$ cat src/ubec_pkg.sv
// Constants, register map and field positions of the baud generator and
// extended control block.
// Assumes a 32-bit AXI4-Lite master and a 100 MHz aclk.
//
// Function
// Prescaler divides the 24 MHz reference by 13, 1.625 or 1.
// Divisor makes a 16x tick; a further divide by 16 gives the bit rate.
// Software never programs a divisor of zero.
// Software loads the divisor before relying on the generator.
// Writing either divisor byte reloads the baud counter at once.
// Divisor bytes get no reset value.
// Legacy divisor read or write forces non-extended mode unless locked.
// Fallback clears the listed control bits, depending on mode before.
// Non-extended with lock set: legacy divisor access changes nothing.
// Alternate divisor ports reach the same divisor without mode change.
// Alternate high byte write takes effect immediately.
// Bank 2 decodes divisor, control one, line control, control two, levels.
// Line control location reads the same from every bank.
// Extended control one resets to zero.
// Control one bit 0 selects extended mode.
// Control one bits 3 to 1 and 6 read as zero.
// Control one bit 4 is loopback, shared with modem control bit 4.
// Loopback disconnects receive pins and feeds transmit outputs back.
// Extended loopback: DTR drives DSR and RI, RTS drives CTS and DCD.
// Loopback holds serial out high and infrared out low unless enabled.
// Loopback modem status comes from low modem control bits.
// Control one bit 5 lets the transmitter run during loopback.
// Control one bit 7 routes the baud generator to the DTR pin.
// Control two bits 5:4 select prescale 13, 1.625, reserved, 1.
// Lock bit 7 diverts legacy divisor accesses to two scratch registers.
// Line control bit 7 picks data ports or legacy divisor at 0 and 1.
// Counter counts down from divisor, one tick per terminal count.

package ubec_pkg;

   // ***********************************************************
   // Bus and decode
   // ***********************************************************
   localparam int AXI_ADDR_W = 8;
   localparam int AXI_DATA_W = 32;
   localparam int IDX_LSB = 2;
   localparam int WIN_BIT = 5;
   localparam int TOP_LSB = 6;
   localparam logic [1:0] RESP_OKAY = 2'b00;
   localparam logic [1:0] RESP_SLVERR = 2'b10;

   // Register index inside a bank window
   localparam logic [2:0] IDX_DIV_LOW = 3'h0;
   localparam logic [2:0] IDX_DIV_HIGH = 3'h1;
   localparam logic [2:0] IDX_EXCR_ONE = 3'h2;
   localparam logic [2:0] IDX_LINE_CTRL = 3'h3;
   localparam logic [2:0] IDX_EXCR_TWO = 3'h4;
   localparam logic [2:0] IDX_RSVD = 3'h5;
   localparam logic [2:0] IDX_TX_LEVEL = 3'h6;
   localparam logic [2:0] IDX_RX_LEVEL = 3'h7;
   localparam logic [2:0] IDX_MODEM_CTRL = 3'h4;

   // ***********************************************************
   // Field positions
   // ***********************************************************
   localparam int X1_EXT = 0;
   localparam int X1_LOOP = 4;
   localparam int X1_ETD = 5;
   localparam int X1_BAUD_GENERATOR_TEST = 7;
   localparam int X2_PRE_LO = 4;
   localparam int X2_PRE_HI = 5;
   localparam int X2_LOCK = 7;
   localparam int LCR_BANK_SWITCH = 7;
   localparam int MC_DTR = 0;
   localparam int MC_RTS = 1;
   localparam int MC_OUT1 = 2;
   localparam int MC_OUT2 = 3;
   localparam int MC_LOOP = 4;
   localparam int LEVEL_W = 5;

   // ***********************************************************
   // Reset values and timing
   // ***********************************************************
   localparam logic [7:0] BYTE_RESET = 8'h00;
   localparam logic [1:0] PRESCALE_SELECT_13 = 2'b00;
   localparam logic [1:0] PRESCALE_SELECT_1625 = 2'b01;
   localparam logic [1:0] PRESCALE_SELECT_RSVD = 2'b10;
   localparam logic [1:0] PRESCALE_SELECT_1 = 2'b11;
   // 1.625 = 13/8, so every prescale is a fraction 13/step
   localparam logic [4:0] PRE_MOD = 5'h0d;
   localparam logic [4:0] PRE_STEP_13 = 5'h01;
   localparam logic [4:0] PRE_STEP_1625 = 5'h08;
   localparam logic [4:0] PRE_STEP_1 = 5'h0d;
   localparam int REF_CLOCK_HZ = 24000000;
   localparam int BIT_DIV = 16;

endpackage

$ cat src/ubec_top.sv
// Baud generator, divisor ports, fallback logic and loopback routing.
// Assumes ref_tick pulses once per 24 MHz reference period, synchronous to
// aclk, and that the serial engines sit outside this block.

`timescale 1ns/1ps
`default_nettype none

module ubec_top
   import ubec_pkg::*;
#(
   parameter int BIT_DIV_P = ubec_pkg::BIT_DIV
) (
   // Clock and reset
   input wire logic aclk,
   input wire logic aresetn,
   // AXI4-Lite write
   input wire logic awvalid,
   output logic awready,
   input wire logic [ubec_pkg::AXI_ADDR_W-1:0] awaddr,
   input wire logic wvalid,
   output logic wready,
   input wire logic [ubec_pkg::AXI_DATA_W-1:0] wdata,
   input wire logic [3:0] wstrb,
   output logic bvalid,
   input wire logic bready,
   output logic [1:0] bresp,
   // AXI4-Lite read
   input wire logic arvalid,
   output logic arready,
   input wire logic [ubec_pkg::AXI_ADDR_W-1:0] araddr,
   output logic rvalid,
   input wire logic rready,
   output logic [ubec_pkg::AXI_DATA_W-1:0] rdata,
   output logic [1:0] rresp,
   // Reference, baud and mode outputs
   input wire logic ref_tick,
   output logic sixteen_x_bit_clock,
   output logic bit_tick,
   output logic extended_mode_select,
   // FIFO levels from the data path
   input wire logic [ubec_pkg::LEVEL_W-1:0] transmit_fifo_level,
   input wire logic [ubec_pkg::LEVEL_W-1:0] receive_fifo_level,
   // Internal serial engines
   input wire logic tx_serial_int,
   input wire logic ir_tx_int,
   output logic rx_serial_int,
   output logic ir_rx_int,
   output logic cts_int,
   output logic dsr_int,
   output logic ri_int,
   output logic dcd_int,
   // Pins
   input wire logic sin_pin,
   input wire logic irrx_pin,
   input wire logic cts_n_pin,
   input wire logic dsr_n_pin,
   input wire logic ri_n_pin,
   input wire logic dcd_n_pin,
   output logic sout_pin,
   output logic irtx_pin,
   output logic dtr_n_pin,
   output logic rts_n_pin
);
   import ubec_pkg::*;

   // ***********************************************************
   // State
   // ***********************************************************
   logic [7:0] line_control_reg;
   logic [7:0] modem_control_reg;
   logic loop_en;
   logic tx_during_loopback_enable;
   logic baud_generator_test;
   logic [1:0] prescale_select;
   logic div_lock;
   logic [7:0] div_low;
   logic [7:0] div_high;
   logic [7:0] scratch_low;
   logic [7:0] scratch_high;
   logic aw_full;
   logic w_full;
   logic [AXI_ADDR_W-1:0] aw_addr_h;
   logic [7:0] w_byte_h;
   logic w_strb0_h;
   logic [4:0] pre_acc;
   logic pre_tick;
   logic [15:0] baud_cnt;
   logic [3:0] bit_cnt;

   // ***********************************************************
   // Decode and fallback
   // ***********************************************************
   logic wr_go;
   logic wr_err;
   logic wr_en;
   logic wr_win2;
   logic [2:0] wr_idx;
   logic ar_hs;
   logic rd_err;
   logic rd_win2;
   logic [2:0] ar_idx;
   logic scratch_sel;
   logic wr_leg_div;
   logic rd_leg_div;
   logic legacy_acc;
   logic fb_ext;
   logic fb_non;
   logic wr_div_low;
   logic wr_div_high;
   logic [15:0] next_div;
   logic [7:0] rd_byte;

   assign wr_go = aw_full && w_full && !bvalid;
   assign wr_err = |aw_addr_h[AXI_ADDR_W-1:TOP_LSB];
   assign wr_en = wr_go && !wr_err && w_strb0_h;
   assign wr_win2 = aw_addr_h[WIN_BIT];
   assign wr_idx = aw_addr_h[WIN_BIT-1:IDX_LSB];
   assign ar_hs = arvalid && arready;
   assign rd_err = |araddr[AXI_ADDR_W-1:TOP_LSB];
   assign rd_win2 = araddr[WIN_BIT];
   assign ar_idx = araddr[WIN_BIT-1:IDX_LSB];
   // Locked divisor is only honoured outside extended mode
   assign scratch_sel = div_lock && !extended_mode_select;
   // Legacy window, offsets 0 and 1, with bank switch set
   assign wr_leg_div = wr_go && !wr_err && !wr_win2 && (wr_idx <= IDX_DIV_HIGH)
      && line_control_reg[LCR_BANK_SWITCH];
   assign rd_leg_div = ar_hs && !rd_err && !rd_win2 && (ar_idx <= IDX_DIV_HIGH)
      && line_control_reg[LCR_BANK_SWITCH];
   assign legacy_acc = wr_leg_div || rd_leg_div;
   assign fb_ext = legacy_acc && extended_mode_select;
   assign fb_non = legacy_acc && !extended_mode_select && !div_lock;
   // Alternate ports never feed legacy_acc, so they never change mode
   assign wr_div_low = wr_en && (wr_idx == IDX_DIV_LOW)
      && (wr_win2 || (wr_leg_div && !scratch_sel));
   assign wr_div_high = wr_en && (wr_idx == IDX_DIV_HIGH)
      && (wr_win2 || (wr_leg_div && !scratch_sel));
   assign next_div = {wr_div_high ? w_byte_h : div_high, wr_div_low ? w_byte_h : div_low};

   // ***********************************************************
   // AXI4-Lite write channel
   // ***********************************************************
   always_ff @(posedge aclk) begin
      if (!aresetn) begin
         awready <= 1'b0;
         aw_full <= 1'b0;
         aw_addr_h <= '0;
      end else if (awvalid && awready) begin
         awready <= 1'b0;
         aw_full <= 1'b1;
         aw_addr_h <= awaddr;
      end else if (wr_go) begin
         aw_full <= 1'b0;
      end else if (!aw_full) begin
         awready <= 1'b1;
      end
   end

   always_ff @(posedge aclk) begin
      if (!aresetn) begin
         wready <= 1'b0;
         w_full <= 1'b0;
         w_byte_h <= BYTE_RESET;
         w_strb0_h <= 1'b0;
      end else if (wvalid && wready) begin
         wready <= 1'b0;
         w_full <= 1'b1;
         w_byte_h <= wdata[7:0];
         w_strb0_h <= wstrb[0];
      end else if (wr_go) begin
         w_full <= 1'b0;
      end else if (!w_full) begin
         wready <= 1'b1;
      end
   end

   always_ff @(posedge aclk) begin
      if (!aresetn) begin
         bvalid <= 1'b0;
         bresp <= RESP_OKAY;
      end else if (wr_go) begin
         bvalid <= 1'b1;
         bresp <= wr_err ? RESP_SLVERR : RESP_OKAY;
      end else if (bready) begin
         bvalid <= 1'b0;
      end
   end

   // ***********************************************************
   // AXI4-Lite read channel
   // ***********************************************************
   always_comb begin
      rd_byte = BYTE_RESET;
      if (rd_win2) begin
         case (ar_idx)
            IDX_DIV_LOW: rd_byte = div_low;
            IDX_DIV_HIGH: rd_byte = div_high;
            IDX_EXCR_ONE: rd_byte = {baud_generator_test, 1'b0, tx_during_loopback_enable,
               loop_en, 3'b000, extended_mode_select};
            IDX_LINE_CTRL: rd_byte = line_control_reg;
            IDX_EXCR_TWO: rd_byte = {div_lock, 1'b0, prescale_select, 4'h0};
            IDX_TX_LEVEL: rd_byte = {3'b000, transmit_fifo_level};
            IDX_RX_LEVEL: rd_byte = {3'b000, receive_fifo_level};
            default: rd_byte = BYTE_RESET;
         endcase
      end else begin
         case (ar_idx)
            IDX_DIV_LOW: rd_byte = !line_control_reg[LCR_BANK_SWITCH] ? BYTE_RESET :
               scratch_sel ? scratch_low : div_low;
            IDX_DIV_HIGH: rd_byte = !line_control_reg[LCR_BANK_SWITCH] ? BYTE_RESET :
               scratch_sel ? scratch_high : div_high;
            IDX_LINE_CTRL: rd_byte = line_control_reg;
            IDX_MODEM_CTRL: rd_byte = {modem_control_reg[7:5], loop_en, modem_control_reg[3:0]};
            default: rd_byte = BYTE_RESET;
         endcase
      end
   end

   always_ff @(posedge aclk) begin
      if (!aresetn) begin
         arready <= 1'b0;
         rvalid <= 1'b0;
         rdata <= '0;
         rresp <= RESP_OKAY;
      end else if (ar_hs) begin
         arready <= 1'b0;
         rvalid <= 1'b1;
         rdata <= {24'h000000, rd_err ? BYTE_RESET : rd_byte};
         rresp <= rd_err ? RESP_SLVERR : RESP_OKAY;
      end else if (rvalid) begin
         if (rready) begin
            rvalid <= 1'b0;
         end
      end else begin
         arready <= 1'b1;
      end
   end

   // ***********************************************************
   // Control registers
   // ***********************************************************
   always_ff @(posedge aclk) begin
      if (!aresetn) begin
         line_control_reg <= BYTE_RESET;
      end else if (wr_en && (wr_idx == IDX_LINE_CTRL)) begin
         line_control_reg <= w_byte_h;
      end
   end

   // Fallback clears are applied after a same-cycle write, so they win
   always_ff @(posedge aclk) begin
      if (!aresetn) begin
         extended_mode_select <= 1'b0;
         tx_during_loopback_enable <= 1'b0;
         baud_generator_test <= 1'b0;
      end else begin
         if (wr_en && wr_win2 && (wr_idx == IDX_EXCR_ONE)) begin
            extended_mode_select <= w_byte_h[X1_EXT];
            tx_during_loopback_enable <= w_byte_h[X1_ETD];
            baud_generator_test <= w_byte_h[X1_BAUD_GENERATOR_TEST];
         end
         if (fb_ext) begin
            extended_mode_select <= 1'b0;
         end
         if (fb_ext || fb_non) begin
            tx_during_loopback_enable <= 1'b0;
            baud_generator_test <= 1'b0;
         end
      end
   end

   // One loopback flop behind both control one and modem control
   always_ff @(posedge aclk) begin
      if (!aresetn) begin
         loop_en <= 1'b0;
      end else begin
         if (wr_en && wr_win2 && (wr_idx == IDX_EXCR_ONE)) begin
            loop_en <= w_byte_h[X1_LOOP];
         end else if (wr_en && !wr_win2 && (wr_idx == IDX_MODEM_CTRL)
            && !extended_mode_select) begin
            loop_en <= w_byte_h[MC_LOOP];
         end
         // Also modem control bit 4, so extended fallback clears it
         if (fb_ext) begin
            loop_en <= 1'b0;
         end
      end
   end

   always_ff @(posedge aclk) begin
      if (!aresetn) begin
         modem_control_reg <= BYTE_RESET;
      end else begin
         if (wr_en && !wr_win2 && (wr_idx == IDX_MODEM_CTRL)) begin
            modem_control_reg <= w_byte_h;
         end
         if (fb_ext) begin
            modem_control_reg[7:2] <= 6'h00;
         end
      end
   end

   always_ff @(posedge aclk) begin
      if (!aresetn) begin
         prescale_select <= PRESCALE_SELECT_13;
         div_lock <= 1'b0;
      end else begin
         if (wr_en && wr_win2 && (wr_idx == IDX_EXCR_TWO)) begin
            prescale_select <= w_byte_h[X2_PRE_HI:X2_PRE_LO];
            div_lock <= w_byte_h[X2_LOCK];
         end
         if (fb_ext || fb_non) begin
            prescale_select <= PRESCALE_SELECT_13;
         end
      end
   end

   // Divisor has no reset; software must load it first
   always_ff @(posedge aclk) begin
      if (wr_div_low) begin
         div_low <= w_byte_h;
      end
      if (wr_div_high) begin
         div_high <= w_byte_h;
      end
   end

   always_ff @(posedge aclk) begin
      if (!aresetn) begin
         scratch_low <= BYTE_RESET;
         scratch_high <= BYTE_RESET;
      end else if (wr_en && wr_leg_div && scratch_sel) begin
         if (wr_idx == IDX_DIV_LOW) begin
            scratch_low <= w_byte_h;
         end else begin
            scratch_high <= w_byte_h;
         end
      end
   end

   // ***********************************************************
   // Prescaler and baud counter
   // ***********************************************************
   logic [4:0] pre_step;
   logic [4:0] pre_sum;

   always_comb begin
      case (prescale_select)
         PRESCALE_SELECT_1625: pre_step = PRE_STEP_1625;
         PRESCALE_SELECT_1: pre_step = PRE_STEP_1;
         default: pre_step = PRE_STEP_13; // Reserved code runs as 13
      endcase
   end
   assign pre_sum = pre_acc + pre_step;

   always_ff @(posedge aclk) begin
      if (!aresetn) begin
         pre_acc <= 5'h00;
         pre_tick <= 1'b0;
      end else if (ref_tick && (pre_sum >= PRE_MOD)) begin
         pre_acc <= pre_sum - PRE_MOD;
         pre_tick <= 1'b1;
      end else begin
         pre_acc <= ref_tick ? pre_sum : pre_acc;
         pre_tick <= 1'b0;
      end
   end

   // Divisor zero is illegal; it behaves like one here
   always_ff @(posedge aclk) begin
      if (!aresetn) begin
         baud_cnt <= 16'h0000;
         sixteen_x_bit_clock <= 1'b0;
      end else if (wr_div_low || wr_div_high) begin
         baud_cnt <= next_div;
         sixteen_x_bit_clock <= 1'b0;
      end else if (pre_tick && (baud_cnt <= 16'h0001)) begin
         baud_cnt <= {div_high, div_low};
         sixteen_x_bit_clock <= 1'b1;
      end else begin
         baud_cnt <= pre_tick ? baud_cnt - 16'h0001 : baud_cnt;
         sixteen_x_bit_clock <= 1'b0;
      end
   end

   always_ff @(posedge aclk) begin
      if (!aresetn) begin
         bit_cnt <= 4'h0;
         bit_tick <= 1'b0;
      end else if (sixteen_x_bit_clock) begin
         bit_cnt <= (bit_cnt == 4'(BIT_DIV_P - 1)) ? 4'h0 : bit_cnt + 4'h1;
         bit_tick <= (bit_cnt == 4'(BIT_DIV_P - 1));
      end else begin
         bit_tick <= 1'b0;
      end
   end

   // ***********************************************************
   // Loopback and pin routing
   // ***********************************************************
   logic tx_pins_live;
   assign tx_pins_live = !loop_en || tx_during_loopback_enable;

   always_ff @(posedge aclk) begin
      if (!aresetn) begin
         sout_pin <= 1'b1;
         irtx_pin <= 1'b0;
         rx_serial_int <= 1'b1;
         ir_rx_int <= 1'b0;
      end else begin
         sout_pin <= tx_pins_live ? tx_serial_int : 1'b1;
         irtx_pin <= tx_pins_live ? ir_tx_int : 1'b0;
         rx_serial_int <= loop_en ? tx_serial_int : sin_pin;
         ir_rx_int <= loop_en ? ir_tx_int : irrx_pin;
      end
   end

   always_ff @(posedge aclk) begin
      if (!aresetn) begin
         cts_int <= 1'b0;
         dsr_int <= 1'b0;
         ri_int <= 1'b0;
         dcd_int <= 1'b0;
      end else if (loop_en && extended_mode_select) begin
         cts_int <= modem_control_reg[MC_RTS];
         dcd_int <= modem_control_reg[MC_RTS];
         dsr_int <= modem_control_reg[MC_DTR];
         ri_int <= modem_control_reg[MC_DTR];
      end else if (loop_en) begin
         cts_int <= modem_control_reg[MC_RTS];
         dsr_int <= modem_control_reg[MC_DTR];
         ri_int <= modem_control_reg[MC_OUT1];
         dcd_int <= modem_control_reg[MC_OUT2];
      end else begin
         cts_int <= !cts_n_pin;
         dsr_int <= !dsr_n_pin;
         ri_int <= !ri_n_pin;
         dcd_int <= !dcd_n_pin;
      end
   end

   // Modem outputs go inactive during loopback, except DTR while baud generator test routes the 16x tick to it
   always_ff @(posedge aclk) begin
      if (!aresetn) begin
         dtr_n_pin <= 1'b1;
         rts_n_pin <= 1'b1;
      end else begin
         dtr_n_pin <= baud_generator_test ? sixteen_x_bit_clock :
            !(modem_control_reg[MC_DTR] && !loop_en);
         rts_n_pin <= !(modem_control_reg[MC_RTS] && !loop_en);
      end
   end
endmodule

`default_nettype wire

$ cat config.mk
export PLATFORM = sky130hd
export DESIGN_NAME = ubec_top
export DESIGN_NICKNAME = d
export VERILOG_FILES = /design/src/ubec_pkg.sv /design/src/ubec_top.sv
export SDC_FILE = /design/constraint.sdc
export NUM_CORES = 1
export LEC_CHECK = 0
export ABC_AREA = 0
export BUFFER_PORTS_ARGS = -buffer_cell sky130_fd_sc_hd__buf_2
export CORE_MARGIN = 1.5
export CORE_UTILIZATION = 29
export DETAILED_ROUTE_END_ITERATION = 8
export GPL_ROUTABILITY_DRIVEN = 0
export SLEW_MARGIN = 5
export SYNTH_ARGS = -nofsm -noshare
export SYNTH_HDL_FRONTEND = slang
export SYNTH_SLANG_ARGS = --single-unit
$ cat constraint.sdc
create_clock -name aclk -period 2 [get_ports aclk]
set_input_delay 0.2 -clock aclk [delete_from_list [all_inputs] [get_ports aclk]]
set_output_delay 0.2 -clock aclk [all_outputs]
set_load 0.03 [all_outputs]
Word level (Yosys, flattened, before mapping)
Cells that the tools add are included.
Word-level totals
  register bits after elaboration: 129
  input bits: 78
  output and inout bits: 54
  word-level logic and storage cells: 189
Cells by class
  $add $sub $neg: 4
  $lt $le $gt $ge: 4
  eq/ne operators: 13
  multiplexer cells: 42
  bitwise operators: 5
  reduce and logical (&&, ||, !) cells: 79
Operator list (number)
  2-to-1 mux 8 bit: 8
  case mux 8 bit (7 select lines): 1
  2-to-1 mux 16 bit: 3
  logical AND 1 bit: 37
  case mux 8 bit (4 select lines): 1
  2-to-1 mux 1 bit: 23
  less-or-equal comparator 16 x 1 -> 1 bit, second input constant: 1
  OR reduction 2 bit: 8
  subtractor 16 x 1 -> 16 bit, second input constant: 1
  logical NOT 1 bit: 15
  == test 3 x 2 -> 1 bit, second input constant: 4
  == test 3 bit, second input constant: 4
  AND reduction 2 bit: 6
  2-to-1 mux 5 bit: 2
  nonzero test 2 bit: 5
  case mux 4 bit (2 select lines): 1
  == test 3 x 1 -> 1 bit, second input constant: 2
  less-or-equal comparator 3 x 1 -> 1 bit, second input constant: 2
  logical NOT 3 bit: 2
  adder 5 bit: 1
  >= comparator 5 x 4 -> 1 bit, second input constant: 1
  logical OR 1 bit: 5
  inverter 1 bit: 5
  subtractor 5 x 4 -> 5 bit, second input constant: 1
  7 further kinds: 8

Longest topological paths before layout
Gate-level depths: netlist of run 1.
  depth after elaboration: 11
  gate-level depth with buffers: 9
  gate-level depth less buffers: 9

Least setup slack after synthesis of run 1
OpenSTA, ideal clock, no wires.
  path type: reg-to-reg
  start: register prescale_select[1]
  end: register pre_acc[2]
  setup time: 0.134 ns
  arrival time: 2.012 ns
  data required time: 1.866 ns
  setup slack: -0.146 ns
  cell stages (with the launch flop): 10
  path buffers: 0
  period minus slack after synthesis: 2.146 ns
  path through: dfxtp_1 -> nand2b_1 -> ha_1 -> ha_1 -> inv_1 -> ha_1 -> nor3_1 -> o32ai_1 -> mux2i_1 -> o211ai_1
Between the ends
  word-level cells in the longest chain between the ends: 6
  elaborated cells between the ends (all ways): 10
  classes of those cells: add/sub: 2; order compare: 1; eq/ne: 2; mux: 3; reduce/logical: 2
Ends and longest elaborated chain
  start: declaration: RTL line ubec_top.sv:74  | logic [1:0] prescale_select;
  start signal: assignment: RTL line ubec_top.sv:308  | prescale_select <= w_byte_h[X2_PRE_HI:X2_PRE_LO];
  == test 2 bit or == test 2 x 1 -> 1 bit (tied branches): RTL line ubec_top.sv:347  | case (prescale_select)
  case mux 4 bit (2 select lines) *: RTL line ubec_top.sv:347
  adder 5 bit *: RTL line ubec_top.sv:353  | assign pre_sum = pre_acc + pre_step;
  >= comparator 5 x 4 -> 1 bit: RTL line ubec_top.sv:359  | end else if (ref_tick && (pre_sum >= PRE_MOD)) begin
  logical AND 1 bit: RTL line ubec_top.sv:359
  2-to-1 mux 5 bit or nonzero test 2 bit (tied branches)
  end signal: assignment: RTL line ubec_top.sv:360  | pre_acc <= pre_sum - PRE_MOD;
  end signal: assignment: RTL line ubec_top.sv:363  | pre_acc <= ref_tick ? pre_sum : pre_acc;
  end: declaration: RTL line ubec_top.sv:85  | logic [4:0] pre_acc;
Every way passes the cells marked *; elsewhere a longest branch is shown, timed or not. The select of a mux whose other input is x is not followed.
A chain may end at the register's enable or synchronous reset.

Final worst setup path of run 1
Same ends and word-level chain as after synthesis.

==> qor.csv, run 1 <==
metric;value;unit
CTS tree;built;
syn avg cell area;8.98;um2
crit-path cells;nand2b_1 -> ha_2 -> ha_4 -> inv_4 -> ha_4 -> nor3_4 -> o32ai_4 -> mux2i_1 -> o211ai_1;
crit path DAT;2.23;ns
Num Clock Sinks;124;
Reg clk slew, reported paths;0.06;ns
RSZ-0062 raised after global routing;true;
DR iter-0 viols;580;
clk_skew;0.00679;ns
EDFF count, synth;0;
count leader, synth;dfxtp_1;
yosys warns;0;
Cell Pwr Density;767;nW/um2
status;completed;
Achievable Freq;0.520;GHz
Nets;941;
Largest stage delay, worst path;0.35;ns
Inst Count DP;1108;
max_slew headroom;0.565;
Tmin final;1.92;ns
fin util;0.379;
WL final;19300;um
slew of the pin with the lowest slew margin;0.652;ns
Synth async-reset ratio;0;
post-synthesis sequential area ratio;0.378;
die height;154;um
Final Non-Filler Cells;1146;
synthesized instance count;732;
vias in the first global route;5478;
Slew Limit Fails;0;
required time of the critical path;2.31;ns
CTS max path bufs;2;
CTS Buf Count;17;
IO buf count;74;
ANT nets after route;0;
Crit Path Max Fanout;4;
CTS root buffer;clkbuf_16;
Synth Cell Area;6570;um2
synth top area cells;dfxtp_1 (38%), mux2i_1 (11%), mux2_2 (4.8%);
clk_lat worst skew;0.43;ns
Max IR drop VDD;337;uV
MaxCap Viol Count;0;
critical path type;register to register;
Core Box Area;22000;um2
dominant cell type by area after synthesis;dfxtp_1;
top cell type's share of synthesized area;0.378;
wire length of the first global-routing pass;30600;um
Synth Flop Type;dfxtp_1;
# rows;54;
IO Pins;132;
layout cells sized above 1;0.282;
Bufs and invs on worst path;1;
post-synth cell types;78;
routed len/inst;16.9;um
grt total ovfl;0;
drt drc;0;
n_diodes;0;
number of setup buffers added after CTS;0;
Avg Vias per Cell;5.15;
DIE WIDTH;154;um
detailed-placement wirelength estimate;13900;um
cell family with most CP delay;adder cells;
H-tree depth;4;
Area growth syn-to-layout;26.9;%
Pre-antenna DRT Iters;6;
max FFs per register;16;
vias;5898;
Starting Density;0.298;
Reg with most FFs;baud_cnt;
Critical Path End Type;register;
die area;23600;um2
final hold violations;0;
type of origin of the critical path;register;
period utilization;0.961;
pin count of the biggest net entering global routing;44;
Tightest Hold Check Type;input pin to register;
GRT Total Usage;0.166;
initial antenna violation count;0;
slowest cell on the critical path;o32ai_4;
P_leak;3.48;nW
Most common cell on crit path;ha_4;
final setup vio count;0;
commonest cells in the netlist;dfxtp_1 (124), mux2i_1 (73), nand2_1 (72);
register bit total from synthesis;124;
placed cells by master, fill, tap and decap left out, types with 5 or more instances in the layout:
master / synthesis / final
a211oi_1: 9 / 9
a21oi_1: 40 / 40
a221oi_1: 5 / 5
a22o_1: 5 / 5
a31oi_1: 10 / 10
buf_2: 9 / 74
buf_4: 31 / 69
clkbuf_16: 0 / 17
clkinvlp_4: 0 / 5
conb_1: 1 / 26
dfxtp_1: 124 / 121
dlygate4sd3_1: 0 / 7
inv_1: 13 / 11
mux2_2: 28 / 28
mux2i_1: 73 / 73
nand2_1: 72 / 71
nand2b_1: 13 / 13
nand3_1: 19 / 19
nand3b_1: 5 / 5
nand4_1: 8 / 8
nor2_1: 67 / 67
nor2b_1: 8 / 8
nor3_1: 13 / 12
o21ai_0: 32 / 32
or3_1: 6 / 6
kinds of logic after synthesis:
| kind of cell | after synthesis | synth area share |
|---|---|---|
| xor gates and xnor gates | 7 | 0.00933 |
| adders and majority gates | 9 | 0.0171 |
| AOI/OAI and AO/OA | 149 | 0.152 |
| muxes | 107 | 0.176 |
| and+or+nand+nor | 244 | 0.190 |
| DFF | 124 | 0.378 |
| other | 1 | 0.000571 |
| buffers and inverters | 91 | 0.0765 |
final cells by class:
cell class | count | area [um2]
inverter | 15 | 58.8
tap | 280 | 350
multi-input combinational | 542 | 3800
sequential | 124 | 2490
clock buffer | 20 | 467
fill | 2240 | 13700
timing repair buffer | 154 | 1040
clock inverter | 11 | 143
report_power, final:
group,leakage [nW],total [mW],internal (mW),switching [mW]
Clock,0.286,3.18,2.04,1.14
Sequential,1.01,2.57,2.52,0.0493
Combinational,2.19,0.654,0.258,0.396
tightest hold or removal path: cells and delay by family:
family                 cells  cell delay (ns)
buffers and inverters      1             0.08
and+or+nand+nor            1             0.06
muxes                      1             0.06
final timing paths:
kind	end	cells after the start	startpoint	slack [ns]
hold / removal	rx_serial_int	3	sin_pin	0.001
setup reg to reg	pre_acc[2]	9	prescale_select[1]	0.08
setup / recovery	pre_acc[2]	9	prescale_select[1]	0.08
hold reg to reg	w_byte_h[2]	2	w_byte_h[2]	0.46
what timing repair did:
item,in CTS,in global routing
gates resized for setup,5,16
hold buffers,7,0
endpoints found under the setup margin,4,19
pin swaps,4,8
hold endpoints to repair,7,0
stage by stage:
step / setup TNS, ns / power, mW / area, um2 / hold WS, ns / setup WS, ns
after floorplan: 0 / 3.03 / 6670 / 0.300 / 0.00136
after global placement: -0.0388 / 3.21 / 7550 / 0.395 / -0.0238
after detailed placement: -0.205 / 3.22 / 7550 / 0.397 / -0.0693
after CTS: 0 / 6.41 / 8260 / 0.000537 / 0.00664
after global routing: -0.0933 / 6.62 / 8340 / 0.0160 / -0.0385
final: 0 / 6.40 / 8340 / 0.00141 / 0.0786
metal layers:
metal  vias up  global-route usage  wire [um]
li1       2848                   -          -
met1      2813               0.231       9240
met2       219               0.256       8630
met3        18              0.0352       1210
met4         0              0.0541        257
met5         -                   0          0
No activity file was read; power rests on OpenSTA's default activity.
==> inputs of run 2 (changes only) <==
- PLACE_DENSITY_LB_ADDON: default -> 0.2
- clock period: 2 -> 1.9 ns (I/O delays scaled with it)
==> qor.csv, run 2 (same netlist as run 1, synthesis figures left out) <==
metric;value;unit;change
status;completed;;
IO buf count;74;;unchanged
layout cells sized above 1;0.300;;+0.0178
clk_lat worst skew;0.42;ns;about the same
crit path DAT;2.19;ns;-0.04 ns
Avg Vias per Cell;5.01;;-2.7%
total power;6.50;mW;+1.5%
type of origin of the critical path;register;;
n_diodes;0;;unchanged
drt drc;0;;unchanged
slowest cell on the critical path;o32ai_4;;
Largest stage delay, worst path;0.37;ns;+0.02 ns
CTS max path bufs;2;;unchanged
GRT Total Usage;0.174;;+0.00768
MaxCap Viol Count;0;;unchanged
final setup vio count;0;;unchanged
Most common cell on crit path;ha_4;;
RSZ-0062 raised after global routing;true;;
Achievable Freq;0.530;GHz;+1.9%
Reg clk slew, reported paths;0.06;ns;about the same
Max IR drop VDD;565;uV;+68%
Pre-antenna DRT Iters;4;;-2
WL final;20000;um;+3.7%
Hold Path Depth;3;;unchanged
die area;23600;um2;unchanged
Critical R2R Launch;prescale_select[1];;
CTS tree;built;;
grt total ovfl;0;;unchanged
DIE WIDTH;154;um;unchanged
pin count of the biggest net entering global routing;29;;-34%
Placement Setup Slack;-0.130;ns;-0.0606 ns
Tightest Hold Check Type;input pin to register;;
Slew Limit Fails;0;;unchanged
Inst Count DP;1119;;+0.99%
max_slew headroom;0.529;;-0.0368
Num Clock Sinks;124;;unchanged
H-tree depth;4;;unchanged
required time of the critical path;2.21;ns;-0.10 ns
Starting Density;0.298;;unchanged
Hold Crit Start;sin_pin;;
final hold violations;0;;unchanged
Critical Path End Type;register;;
Tmin final;1.89;ns;-0.0350 ns
fin util;0.387;;+0.00846
die height;154;um;unchanged
commonest non-fill, non-tap cell in the layout;dfxtp_1;;
critical path type;register to register;;
DR iter-0 viols;319;;-45%
Cell Pwr Density;762;nW/um2;-0.71%
Final Non-Filler Cells;1168;;+1.9%
detailed-placement wirelength estimate;14700;um;+5.7%
IO Pins;132;;unchanged
reg2reg path depth;8;;-1
CTS root buffer;clkbuf_16;;
routed len/inst;17.2;um;+1.7%
P_leak;3.56;nW;+2.3%
Nets;963;;+2.3%
crit-path cells;nand2b_4 -> ha_4 -> ha_4 -> buf_4 -> nor3_4 -> o32ai_4 -> mux2i_1 -> o211ai_1;;
clk_skew;0.00666;ns;-0.000126 ns
Core Box Area;22000;um2;unchanged
final worst slack;0.0137;ns;-0.0650 ns
Area growth syn-to-layout;29.8;%;
CTS Buf Count;17;;unchanged
ANT nets after route;0;;unchanged
period utilization;0.993;;+0.0321
Reg with most FFs;baud_cnt;;
setup_tns;0;ns;unchanged
# rows;54;;unchanged
vias in the first global route;5567;;+1.6%
max FFs per register;16;;unchanged
most frequent cells in the layout;dfxtp_1 (120), buf_4 (83), buf_2 (74);;
wire length of the first global-routing pass;31400;um;+2.8%
initial antenna violation count;0;;unchanged
slew of the pin with the lowest slew margin;0.707;ns;+0.0552 ns
Crit Path Max Fanout;4;;unchanged
vias;5851;;-0.80%
Critical Path Start;prescale_select[1];;
## run 2: area by class of cell
class	instances	area, um2
fill	2270	13500
multi-input combinational	542	3850
sequential	124	2490
timing repair buffer	176	1220
clock buffer	21	460
tap	280	350
clock inverter	10	93.8
inverter	15	58.8
## run 2: power breakdown
| part | internal, mW | total (mW) | switching, mW |
|---|---|---|---|
| combinational | 0.290 | 0.707 | 0.417 |
| sequential | 2.65 | 2.70 | 0.0535 |
| clock | 1.86 | 3.09 | 1.23 |
| total | 4.79 | 6.50 | 1.70 |
## run 2: critical path: cells and delay by family (launching register included)
kind / cells / cell delay (ns)
and+or+nand+nor: 2 / 0.19
muxes: 1 / 0.22
AOI/OAI and AO/OA: 2 / 0.46
DFF: 1 / 0.32
adders and majority gates: 2 / 0.44
buffers and inverters: 1 / 0.13
## run 2: path summary, 6_finish.rpt
kind / slack, ns / to
min reg2reg: 0.46 / rdata[6]
min: 0.002 / rx_serial_int
max reg2reg: 0.01 / pre_acc[2]
max: 0.01 / pre_acc[2]
## run 2: metal layers
metal	up-vias	GRT usage	part of all wire
met1	2779	0.247	0.51
met3	20	0.0443	0.052
met2	162	0.259	0.43
met4	0	0.0499	0.015
li1	2890	-	-
met5	-	0	0
## run 2: stage by stage
stage          hold slack, ns  area [um2]
2_1_floorplan           0.290        6710
3_3_place_gp            0.387        7650
3_5_place_dp            0.381        7650
4_1_cts               0.00542        8420
5_1_grt                0.0119        8530
6_report              0.00244        8530
## run 2: timing repair
item	CTS	global route
hold buffers	15	0
buffers inserted	1	2
endpoints found under the hold margin	15	0
pin swaps	5	9
endpoints found under the setup margin	4	35
resized for setup	10	18
